<file path="config.mk">
export PLATFORM = sky130hd
export DESIGN_NAME = bidu_unit
export DESIGN_NICKNAME = d
export VERILOG_FILES = /design/src/bidu_pkg.sv /design/src/bidu_digit_step.sv /design/src/bidu_edge_track.sv /design/src/bidu_unit.sv
export VERILOG_INCLUDE_DIRS = /design/src
export SDC_FILE = /design/constraint.sdc
export NUM_CORES = 1
export LEC_CHECK = 0
export BUFFER_PORTS_ARGS = -buffer_cell sky130_fd_sc_hd__buf_2
export CORE_MARGIN = 5
export CORE_UTILIZATION = 44
export DETAILED_ROUTE_END_ITERATION = 10
export GPL_ROUTABILITY_DRIVEN = 0
export GPL_TIMING_DRIVEN = 0
export PLACE_DENSITY = 0.78
export RECOVER_POWER = 25
export SLEW_MARGIN = 25
export SYNTH_ARGS = -nofsm -noshare
export SYNTH_HDL_FRONTEND = slang
export SYNTH_SLANG_ARGS = --single-unit
</file>
<file path="constraint.sdc">
create_clock -name SYS_CLK -period 3.1 [get_ports SYS_CLK]
set_clock_uncertainty 0.05 [all_clocks]
set_input_delay 0.93 -clock SYS_CLK [delete_from_list [all_inputs] [get_ports SYS_CLK]]
set_output_delay 0.93 -clock SYS_CLK [all_outputs]
set_load 0.01 [all_outputs]
</file>
<file path="src/bidu_defines.svh">
// constants of the bcd increment/decrement unit
`ifndef BIDU_DEFINES_SVH
`define BIDU_DEFINES_SVH
`define BIDU_OP_INC_SINGLE 10'd594
`define BIDU_OP_INC_DOUBLE 10'd595
`define BIDU_OP_DEC_SINGLE 10'd596
`define BIDU_OP_DEC_DOUBLE 10'd597
`define BIDU_REG_OPERAND_LO 12'h000
`define BIDU_REG_OPERAND_HI 12'h004
`define BIDU_REG_CONTROL 12'h008
`define BIDU_REG_FLAGS 12'h00C
`define BIDU_REG_IRQ_STATUS 12'h010
`define BIDU_REG_IRQ_MASK 12'h014
`define BIDU_CTRL_OPCODE_LSB 0
`define BIDU_CTRL_UPDIFF_BIT 16
`define BIDU_CTRL_COND_BIT 17
`define BIDU_FLAG_ERROR_BIT 0
`define BIDU_FLAG_EQUALS_BIT 1
`define BIDU_FLAG_CARRY_BIT 2
`define BIDU_IRQ_DONE_BIT 0
`define BIDU_IRQ_ERROR_BIT 1
`define BIDU_IRQ_CARRY_BIT 2
`define BIDU_OPCODE_RESET 10'd594
`endif

</file>
<file path="src/bidu_pkg.sv">
// types of the bcd increment/decrement unit
package bidu_pkg;
  typedef enum logic [1:0] {
    BIDU_IDLE = 2'b00,
    BIDU_EXEC = 2'b01
  } bidu_state_t;
endpackage

</file>
<file path="src/bidu_digit_step.sv">
// one bcd digit stepped up or down with ripple in and out
`timescale 1ns/1ps
module bidu_digit_step (
  input wire logic [3:0] digit_in,
  input wire logic step_in,
  input wire logic down,
  output logic [3:0] digit_out,
  output logic step_out,
  output logic bad
);
  wire logic wrap_up = (digit_in == 4'h9);
  wire logic wrap_dn = (digit_in == 4'h0);
  wire logic [3:0] inc_val = wrap_up ? 4'h0 : 4'(digit_in + 4'h1);
  wire logic [3:0] dec_val = wrap_dn ? 4'h9 : 4'(digit_in - 4'h1);
  assign bad = (digit_in > 4'h9);
  assign digit_out = !step_in ? digit_in : (down ? dec_val : inc_val);
  assign step_out = step_in & (down ? wrap_dn : wrap_up);
endmodule

</file>
<file path="src/bidu_edge_track.sv">
// previous-condition bit for the up-differentiated form
`timescale 1ns/1ps
module bidu_edge_track (
  input wire logic clk,
  input wire logic rst_n,
  input wire logic scan,
  input wire logic cond,
  output logic rise
);
  logic prev;
  // history advances only on scan edges so a rise spans one scan
  always_ff @(posedge clk or negedge rst_n) begin
    if (!rst_n) begin
      prev <= 1'b0;
    end else if (scan) begin
      prev <= cond;
    end
  end
  assign rise = cond & ~prev;
endmodule

</file>
<file path="src/bidu_unit.sv">
// bcd increment/decrement execution unit with apb registers
//
// The APB interface to the registers and the placing of the registers were left to the implementer.
`timescale 1ns/1ps
`include "bidu_defines.svh"
module bidu_unit #(
  parameter int DIGITS = 8
) (
  input wire logic SYS_CLK,
  input wire logic RESET_N,
  input wire logic SCAN_TICK,
  input wire logic [11:0] PADDR,
  input wire logic PSEL,
  input wire logic PENABLE,
  input wire logic PWRITE,
  input wire logic [31:0] PWDATA,
  output logic [31:0] PRDATA,
  output logic PREADY,
  output logic PSLVERR,
  output logic IRQ
);
  generate
    if (DIGITS != 8) begin : g_digits_check
      $error("bidu_unit serves exactly eight digits");
    end
  endgenerate

  logic [15:0] operand_word;
  logic [15:0] operand_hi;
  logic [9:0] opcode;
  logic updiff;
  logic exec_cond;
  logic error_flag;
  logic equals_flag;
  logic carry_flag;
  logic [2:0] irq_status;
  logic [2:0] irq_mask;
  bidu_pkg::bidu_state_t state;
  bidu_pkg::bidu_state_t next_state;

  wire logic wr = PSEL & PENABLE & PWRITE;
  wire logic rd = PSEL & ~PWRITE;
  wire logic hit_lo = (PADDR == `BIDU_REG_OPERAND_LO);
  wire logic hit_hi = (PADDR == `BIDU_REG_OPERAND_HI);
  wire logic hit_ctl = (PADDR == `BIDU_REG_CONTROL);
  wire logic hit_flg = (PADDR == `BIDU_REG_FLAGS);
  wire logic hit_ist = (PADDR == `BIDU_REG_IRQ_STATUS);
  wire logic hit_imk = (PADDR == `BIDU_REG_IRQ_MASK);
  wire logic mapped = hit_lo | hit_hi | hit_ctl | hit_flg | hit_ist | hit_imk;

  function automatic logic op_valid(input logic [9:0] op);
    op_valid = (op == `BIDU_OP_INC_SINGLE) || (op == `BIDU_OP_INC_DOUBLE) ||
               (op == `BIDU_OP_DEC_SINGLE) || (op == `BIDU_OP_DEC_DOUBLE);
  endfunction

  wire logic is_double = (opcode == `BIDU_OP_INC_DOUBLE) || (opcode == `BIDU_OP_DEC_DOUBLE);
  wire logic is_down = (opcode == `BIDU_OP_DEC_SINGLE) || (opcode == `BIDU_OP_DEC_DOUBLE);

  // digit chain: low word digits 0..3, upper word digits 4..7
  wire logic [31:0] src = {operand_hi, operand_word};
  wire logic [31:0] dst;
  wire logic [DIGITS:0] ripple;
  wire logic [DIGITS-1:0] bad_nib;
  assign ripple[0] = 1'b1;
  genvar g;
  generate
    for (g = 0; g < DIGITS; g++) begin : g_dig
      bidu_digit_step u_step (
        .digit_in(src[4*g+3:4*g]),
        .step_in(ripple[g]),
        .down(is_down),
        .digit_out(dst[4*g+3:4*g]),
        .step_out(ripple[g+1]),
        .bad(bad_nib[g])
      );
    end
  endgenerate

  // single form ignores the upper word for error, carry and equals
  wire logic any_bad = is_double ? (|bad_nib) : (|bad_nib[3:0]);
  wire logic any_wrap = ripple[1];
  wire logic [31:0] result = is_double ? dst : {operand_hi, dst[15:0]};
  wire logic res_zero = is_double ? (result == 32'h0000_0000) : (result[15:0] == 16'h0000);

  wire logic cond_rise;
  bidu_edge_track u_edge (
    .clk(SYS_CLK),
    .rst_n(RESET_N),
    .scan(SCAN_TICK),
    .cond(exec_cond),
    .rise(cond_rise)
  );

  wire logic fire_plain = SCAN_TICK & exec_cond & ~updiff;
  wire logic fire_diff = SCAN_TICK & cond_rise & updiff;
  wire logic fire = (fire_plain | fire_diff) & op_valid(opcode);

  always_comb begin
    next_state = bidu_pkg::BIDU_IDLE;
    case (state)
      bidu_pkg::BIDU_IDLE: next_state = fire ? bidu_pkg::BIDU_EXEC : bidu_pkg::BIDU_IDLE;
      bidu_pkg::BIDU_EXEC: next_state = bidu_pkg::BIDU_IDLE;
      default: next_state = bidu_pkg::BIDU_IDLE;
    endcase
  end

  always_ff @(posedge SYS_CLK or negedge RESET_N) begin
    if (!RESET_N) begin
      state <= bidu_pkg::BIDU_IDLE;
    end else begin
      state <= next_state;
    end
  end

  // operand words: execution has priority over a software write in the same cycle
  always_ff @(posedge SYS_CLK or negedge RESET_N) begin
    if (!RESET_N) begin
      operand_word <= 16'h0000;
      operand_hi <= 16'h0000;
    end else if (fire && !any_bad) begin
      operand_word <= result[15:0];
      operand_hi <= result[31:16];
    end else if (wr && hit_lo) begin
      operand_word <= PWDATA[15:0];
    end else if (wr && hit_hi) begin
      operand_hi <= PWDATA[15:0];
    end
  end

  always_ff @(posedge SYS_CLK or negedge RESET_N) begin
    if (!RESET_N) begin
      opcode <= `BIDU_OPCODE_RESET;
      updiff <= 1'b0;
      exec_cond <= 1'b0;
      irq_mask <= 3'h0;
    end else if (wr && hit_ctl) begin
      opcode <= PWDATA[`BIDU_CTRL_OPCODE_LSB +: 10];
      updiff <= PWDATA[`BIDU_CTRL_UPDIFF_BIT];
      exec_cond <= PWDATA[`BIDU_CTRL_COND_BIT];
    end else if (wr && hit_imk) begin
      irq_mask <= PWDATA[2:0];
    end
  end

  // a bad operand touches only the error flag
  always_ff @(posedge SYS_CLK or negedge RESET_N) begin
    if (!RESET_N) begin
      error_flag <= 1'b0;
      equals_flag <= 1'b0;
      carry_flag <= 1'b0;
    end else if (fire) begin
      error_flag <= any_bad;
      if (!any_bad) begin
        equals_flag <= res_zero;
        carry_flag <= any_wrap;
      end
    end
  end

  wire logic [2:0] irq_events = {fire & ~any_bad & any_wrap, fire & any_bad, fire};
  wire logic [2:0] irq_clear = (wr && hit_ist) ? PWDATA[2:0] : 3'h0;
  always_ff @(posedge SYS_CLK or negedge RESET_N) begin
    if (!RESET_N) begin
      irq_status <= 3'h0;
    end else begin
      // set wins over a clear in the same cycle
      irq_status <= (irq_status & ~irq_clear) | irq_events;
    end
  end
  assign IRQ = |(irq_status & irq_mask);

  wire logic [31:0] ctl_rd = {14'h0000, exec_cond, updiff, 6'h00, opcode};
  wire logic [31:0] flg_rd = {29'h0000_0000, carry_flag, equals_flag, error_flag};
  wire logic [31:0] rd_mux = hit_lo ? {16'h0000, operand_word} :
                             hit_hi ? {16'h0000, operand_hi} :
                             hit_ctl ? ctl_rd :
                             hit_flg ? flg_rd :
                             hit_ist ? {29'h0000_0000, irq_status} :
                             hit_imk ? {29'h0000_0000, irq_mask} : 32'h0000_0000;

  always_ff @(posedge SYS_CLK or negedge RESET_N) begin
    if (!RESET_N) begin
      PRDATA <= 32'h0000_0000;
    end else if (rd && !PENABLE) begin
      PRDATA <= rd_mux;
    end
  end
  assign PREADY = 1'b1;
  assign PSLVERR = PSEL & PENABLE & ~mapped;

  // checker copy of the scan-sampled condition, kept apart from the edge tracker
  logic cond_at_scan;
  always_ff @(posedge SYS_CLK or negedge RESET_N) begin
    if (!RESET_N) begin
      cond_at_scan <= 1'b0;
    end else if (SCAN_TICK) begin
      cond_at_scan <= exec_cond;
    end
  end
  wire logic low_nine = (operand_word[3:0] == 4'h9);
  wire logic low_zero = (operand_word[3:0] == 4'h0);
  wire logic [2:0] wdata_low3 = PWDATA[2:0];

  a_inc_single: assert property (@(posedge SYS_CLK) disable iff (!RESET_N)
    fire && !any_bad && opcode == `BIDU_OP_INC_SINGLE && !(wr && hit_lo) |=>
    {operand_hi, operand_word} == $past(result))
    else $error("single increment result wrong");
  a_double_carry: assert property (@(posedge SYS_CLK) disable iff (!RESET_N)
    fire && !any_bad && is_double && operand_word == 16'h9999 |=>
    operand_word == 16'h0000)
    else $error("double step did not ripple");
  a_dec_zero: assert property (@(posedge SYS_CLK) disable iff (!RESET_N)
    fire && is_down && !is_double && operand_word == 16'h0000 |=>
    operand_word == 16'h9999 && carry_flag)
    else $error("single decrement wrap wrong");
  a_dec_double: assert property (@(posedge SYS_CLK) disable iff (!RESET_N)
    fire && is_down && is_double && src == 32'h0001_0000 |=>
    operand_hi == 16'h0000 && operand_word == 16'h9999)
    else $error("double decrement borrow wrong");
  a_error_set: assert property (@(posedge SYS_CLK) disable iff (!RESET_N)
    fire |=> error_flag == $past(any_bad))
    else $error("error flag mismatch");
  a_equals_zero: assert property (@(posedge SYS_CLK) disable iff (!RESET_N)
    fire && !any_bad |=> equals_flag == $past(res_zero))
    else $error("equals flag mismatch");
  a_carry_inc: assert property (@(posedge SYS_CLK) disable iff (!RESET_N)
    fire && !any_bad && !is_down |=> carry_flag == $past(low_nine))
    else $error("increment carry mismatch");
  a_carry_dec: assert property (@(posedge SYS_CLK) disable iff (!RESET_N)
    fire && !any_bad && is_down |=> carry_flag == $past(low_zero))
    else $error("decrement carry mismatch");
  a_plain_each: assert property (@(posedge SYS_CLK) disable iff (!RESET_N)
    SCAN_TICK && exec_cond && !updiff && op_valid(opcode) |-> fire)
    else $error("plain form missed a scan");
  a_diff_once: assert property (@(posedge SYS_CLK) disable iff (!RESET_N)
    fire && updiff |-> !cond_at_scan)
    else $error("differentiated form fired twice");
  a_bad_hold: assert property (@(posedge SYS_CLK) disable iff (!RESET_N)
    fire && any_bad && !wr |=> $stable(operand_word) && $stable(operand_hi) && $stable(carry_flag))
    else $error("bad operand was modified");

  // bus side
  a_ready_high: assert property (@(posedge SYS_CLK) disable iff (!RESET_N)
    PSEL |-> PREADY)
    else $error("ready dropped");
  a_slverr_unmapped: assert property (@(posedge SYS_CLK) disable iff (!RESET_N)
    PSEL && PENABLE && !mapped |-> PSLVERR)
    else $error("unmapped access not flagged");
  a_slverr_mapped: assert property (@(posedge SYS_CLK) disable iff (!RESET_N)
    !(PSEL && PENABLE && !mapped) |-> !PSLVERR)
    else $error("spurious slave error");
  a_rdata_latch: assert property (@(posedge SYS_CLK) disable iff (!RESET_N)
    rd && !PENABLE |=> PRDATA == $past(rd_mux))
    else $error("read data not latched");
  a_rdata_hold: assert property (@(posedge SYS_CLK) disable iff (!RESET_N)
    !(rd && !PENABLE) |=> $stable(PRDATA))
    else $error("read data moved");
  a_mask_write: assert property (@(posedge SYS_CLK) disable iff (!RESET_N)
    wr && hit_imk |=> irq_mask == $past(wdata_low3))
    else $error("mask write lost");
  a_mask_keep: assert property (@(posedge SYS_CLK) disable iff (!RESET_N)
    !(wr && hit_imk) |=> $stable(irq_mask))
    else $error("mask changed unasked");
  a_ctl_keep: assert property (@(posedge SYS_CLK) disable iff (!RESET_N)
    !(wr && hit_ctl) |=> $stable(opcode) && $stable(updiff) && $stable(exec_cond))
    else $error("control changed unasked");

  // interrupt side
  a_irq_level: assert property (@(posedge SYS_CLK) disable iff (!RESET_N)
    IRQ == |(irq_status & irq_mask))
    else $error("interrupt level wrong");
  a_irq_done_set: assert property (@(posedge SYS_CLK) disable iff (!RESET_N)
    fire |=> irq_status[0])
    else $error("done event lost");
  a_irq_err_set: assert property (@(posedge SYS_CLK) disable iff (!RESET_N)
    fire && any_bad |=> irq_status[1])
    else $error("error event lost");
  a_irq_cy_set: assert property (@(posedge SYS_CLK) disable iff (!RESET_N)
    fire && !any_bad && any_wrap |=> irq_status[2])
    else $error("carry event lost");
  a_irq_clear: assert property (@(posedge SYS_CLK) disable iff (!RESET_N)
    wr && hit_ist && wdata_low3[0] && !fire |=> !irq_status[0])
    else $error("status clear failed");
  a_irq_sticky: assert property (@(posedge SYS_CLK) disable iff (!RESET_N)
    irq_status[0] && !(wr && hit_ist) |=> irq_status[0])
    else $error("status bit not sticky");
  a_irq_quiet: assert property (@(posedge SYS_CLK) disable iff (!RESET_N)
    !fire && !(wr && hit_ist) |=> $stable(irq_status))
    else $error("status changed without event");

  // execution side
  a_fire_state: assert property (@(posedge SYS_CLK) disable iff (!RESET_N)
    fire |=> state == bidu_pkg::BIDU_EXEC)
    else $error("state missed execution");
  a_idle_state: assert property (@(posedge SYS_CLK) disable iff (!RESET_N)
    !fire |=> state == bidu_pkg::BIDU_IDLE)
    else $error("state left idle");
  a_cond_false: assert property (@(posedge SYS_CLK) disable iff (!RESET_N)
    SCAN_TICK && !exec_cond |-> !fire)
    else $error("fired with condition false");
  a_no_tick: assert property (@(posedge SYS_CLK) disable iff (!RESET_N)
    !SCAN_TICK |-> !fire)
    else $error("fired outside a scan");
  a_bad_opcode: assert property (@(posedge SYS_CLK) disable iff (!RESET_N)
    !op_valid(opcode) |-> !fire)
    else $error("unknown opcode executed");
  a_diff_rise: assert property (@(posedge SYS_CLK) disable iff (!RESET_N)
    SCAN_TICK && updiff && exec_cond && !cond_at_scan && op_valid(opcode) |-> fire)
    else $error("rise not executed");
  a_rise_prev: assert property (@(posedge SYS_CLK) disable iff (!RESET_N)
    cond_rise |-> !cond_at_scan)
    else $error("edge history wrong");
  a_ops_hold: assert property (@(posedge SYS_CLK) disable iff (!RESET_N)
    !fire && !(wr && (hit_lo || hit_hi)) |=> $stable(operand_word) && $stable(operand_hi))
    else $error("operand moved without scan");
  a_flags_hold: assert property (@(posedge SYS_CLK) disable iff (!RESET_N)
    !fire |=> $stable(error_flag) && $stable(equals_flag) && $stable(carry_flag))
    else $error("flags moved without scan");
  a_step_result: assert property (@(posedge SYS_CLK) disable iff (!RESET_N)
    fire && !any_bad |=> {operand_hi, operand_word} == $past(result))
    else $error("step result not stored");
  a_single_hi: assert property (@(posedge SYS_CLK) disable iff (!RESET_N)
    fire && !any_bad && !is_double |=> $stable(operand_hi))
    else $error("single step touched upper word");
  a_err_single: assert property (@(posedge SYS_CLK) disable iff (!RESET_N)
    fire && !is_double && bad_nib[3:0] == 4'h0 |=> !error_flag)
    else $error("single error from upper word");
  a_err_upper: assert property (@(posedge SYS_CLK) disable iff (!RESET_N)
    fire && is_double && bad_nib[7:4] != 4'h0 |=> error_flag)
    else $error("double error missed upper word");
  a_inc_nowrap: assert property (@(posedge SYS_CLK) disable iff (!RESET_N)
    fire && !any_bad && !is_down && !low_nine |=> !carry_flag)
    else $error("increment carry without wrap");
  a_dec_nowrap: assert property (@(posedge SYS_CLK) disable iff (!RESET_N)
    fire && !any_bad && is_down && !low_zero |=> !carry_flag)
    else $error("decrement carry without wrap");
  a_equals_double: assert property (@(posedge SYS_CLK) disable iff (!RESET_N)
    fire && is_double && !is_down && src == 32'h9999_9999 |=> equals_flag)
    else $error("double zero result not equal");
endmodule

</file>
==> reports/qor.csv <==
metric,value,unit
power per cell area,328,nW/um2
proportion of layout cells with a drive suffix above 1,25.3,%
hold buffer count at CTS,0,
vias in the first global route,5249,
Total Power,2.16,mW
Worst Hold Depth,2,
Max Fanout on Critical Path,11,
final slew viol count,0,
register area share after synthesis,33.7,%
peak supply drop,0.193,mV
Yosys cell types,72,
first-pass GRT wire length,27.4,mm
DRT Wirelength,18.4,mm
global route overflow,0,
drt first pass iters,6,
reg2reg end,equals_flag,
Min-Delay Endpoint,PRDATA[14],
H-Tree Level Count,3,
Yosys reg bits,72,
nets,804,
Post-synth EDFFs,0,
Placeable Area,12000,um2
asr flop ratio synth,100,%
remaining antenna violation count,0,
critical path launch point type,flip-flop,
Worst R2R Start,opcode[6],
ranking of synthesized cells by area,"dfrtp_1 32%, nand2_1 5.3%, o21ai_0 5.0%, clkbuf_1 4.0%, mux2_2 4.0%",
worst path required time,3320,ps
syn avg cell area,8.04,um2
DRT iter0 DRCs,944,
worst reg-to-reg path cell count,10,
CTS root buf,clkbuf_16,
Post-Syn Instances,667,
Final Worst Setup Slack,-101,ps
final hold violations,0,
worst hold start,PRDATA[14],
slew margin rel.,16.8,%
largest net degree at the start of global routing,51,
max_cap viols,0,
FP Rows,40,
Critical Path End Type,flip-flop,
YS warnings,0,
RSZ-0062 raised after global routing,true,
wire per inst,20.4,um
Initial Utilization,44.8,%
Residual DRC,0,
Arrival @ worst endpoint,3420,ps
post-synthesis cell area,5360,um2
CP Class,reg -> reg,
post-synth top area share,31.7,%
later-pin clock latency in the skew report,350,ps
DR vias/cell,6.58,
top-count cell post-synth,nand2_1,
die area,14500,um2
hold_ws,427,ps
Sink Count,72,
top_reg_cell synth,dfrtp_1,
WL met1,6.99,mm
Clock transition at path regs,70,ps
failing checks,negative setup slack,
hpwl dp,12.8,mm
ANT cells,0,
Area growth syn-to-layout,22.6,%
crit share post-route,103,%
WL met2,8.37,mm
worst hold path class,reg -> reg,
fin crit period,3200,ps
DR vias,5964,
R2R Setup Slk,-100,ps
P_leak,2.82,nW
Setup Viol. Count Final,2,
max frequency,312,MHz
highest metal used,met4,
Worst-Margin Slew,1250,ps
Die Y,120,um
outcome,finished with violations,
Tot GR Track Use,23.8,%
"top cells by count, synth","75 x nand2_1, 68 x dfrtp_1, 57 x clkbuf_1, 54 x o21ai_0, 50 x nor2_1",
total CTS buffers,9,
initial antenna violation count,0,
"area leader, netlist",dfrtp_1,
met3 WL,2.07,mm
I/O pin total,85,
CTS tree,yes,
input/output buffers,53,
die width,120,um
clock buffer depth,2,
## placed cells by master (no fill, tap or decap), drive strengths merged, types with 6 or more instances in the layout
cell,n
mux2,19
o22ai,9
a31oi,10
a222oi,8
and2,7
a211oi,9
nor4,16
or2,8
or4,6
buf,90
dfrtp,68
a22oi,12
conb,15
nand4,11
a21oi,38
nand2,76
nor2,51
o21ai,55
mux2i,19
inv,18
o21a,6
nand3,22
clkbuf,57
nor3,18
xnor2,10
and3,10
## worst max path at each step
stage	to	slack, ps	depth (start not counted)	start
2_1_floorplan	operand_word[11]	30	9	PADDR[9]
5_1_grt	operand_hi[9]	-80	9	opcode[6]
6_report	equals_flag	-100	10	opcode[6]
4_1_cts	equals_flag	-40	9	opcode[4]
3_3_place_gp	equals_flag	-640	9	opcode[6]
3_5_place_dp	equals_flag	-740	9	opcode[6]
## per-layer routing
layer	vias to the layer above	global-route usage, %
met4	0	13.2
met5	-	0
met3	90	5.10
met1	2786	31.5
li1	2634	-
met2	454	36.3
## sequential cells by signal, summed over array words and instances (netlist names)
register      count
PRDATA           18
carry_flag        1
equals_flag       1
error_flag        1
exec_cond         1
irq_mask          3
irq_status        3
opcode           10
operand_hi       16
operand_word     16
u_edge.prev       1
updiff            1
## layout make-up
class / count / area, um2
clock buffer: 9 / 225
clock inverter: 7 / 85.1
inverter: 14 / 52.6
buffer: 69 / 360
tap: 147 / 184
fill: 1052 / 5390
timing repair buffer: 69 / 382
multi-input combinational: 519 / 3480
sequential: 72 / 1810
## timing repair
| item | 4_1_cts | 5_1_grt |
|---|---|---|
| gates resized for setup | 41 | 36 |
| endpoints found under the setup margin | 46 | 29 |
| buffers inserted | 5 | 10 |
| cloned | 0 | 1 |
| pin swaps | 4 | 11 |
## kinds of logic (layout without fill, tap and decap cells)
kind of cell           count (synthesis)  count (layout)  share of synthesized area, %
buffers and inverters                 90             168                          7.45
AO/OA/AOI/OAI                        194             194                          23.9
other                                  2              15                         0.140
flip-flops                            72              72                          33.7
XOR/XNOR                              15              15                          2.45
multiplexers                          38              38                          7.54
AND/OR/NAND/NOR                      256             257                          24.8
## metrics by stage
stage | std cells | utilization, % | area [um2] | setup WS, ps | setup TNS (ps)
6_report | 906 | 55.0 | 6570 | -101 | -110
3_3_place_gp | 880 | 49.1 | 5870 | -643 | -23560
2_1_floorplan | 680 | - | 5420 | 25.7 | 0
4_1_cts | 899 | 53.4 | 6380 | -42.1 | -42.1
3_5_place_dp | 881 | 49.3 | 5900 | -739 | -25790
5_1_grt | 906 | 55.0 | 6570 | -79.3 | -718
## where the power goes
| group | internal, mW | total [mW] | leakage [nW] | switching, mW |
|---|---|---|---|---|
| combinational | 0.0375 | 0.108 | 1.70 | 0.0708 |
| sequential | 0.941 | 0.942 | 0.966 | 0.000966 |
| clock | 0.640 | 1.11 | 0.146 | 0.467 |
| total | 1.62 | 2.16 | 2.82 | 0.539 |
## worst max-delay path, cell delays in order (launching register included)
cell      delay (ps)
dfstp_2          570
nor2b_1          150
buf_2            320
nand3_4          220
mux2_4           400
buf_6            170
o41ai_1          490
o211ai_1         270
a31oi_1          230
a31oi_1          100
o21ai_1          130
Power figures use the tool's default switching activity.
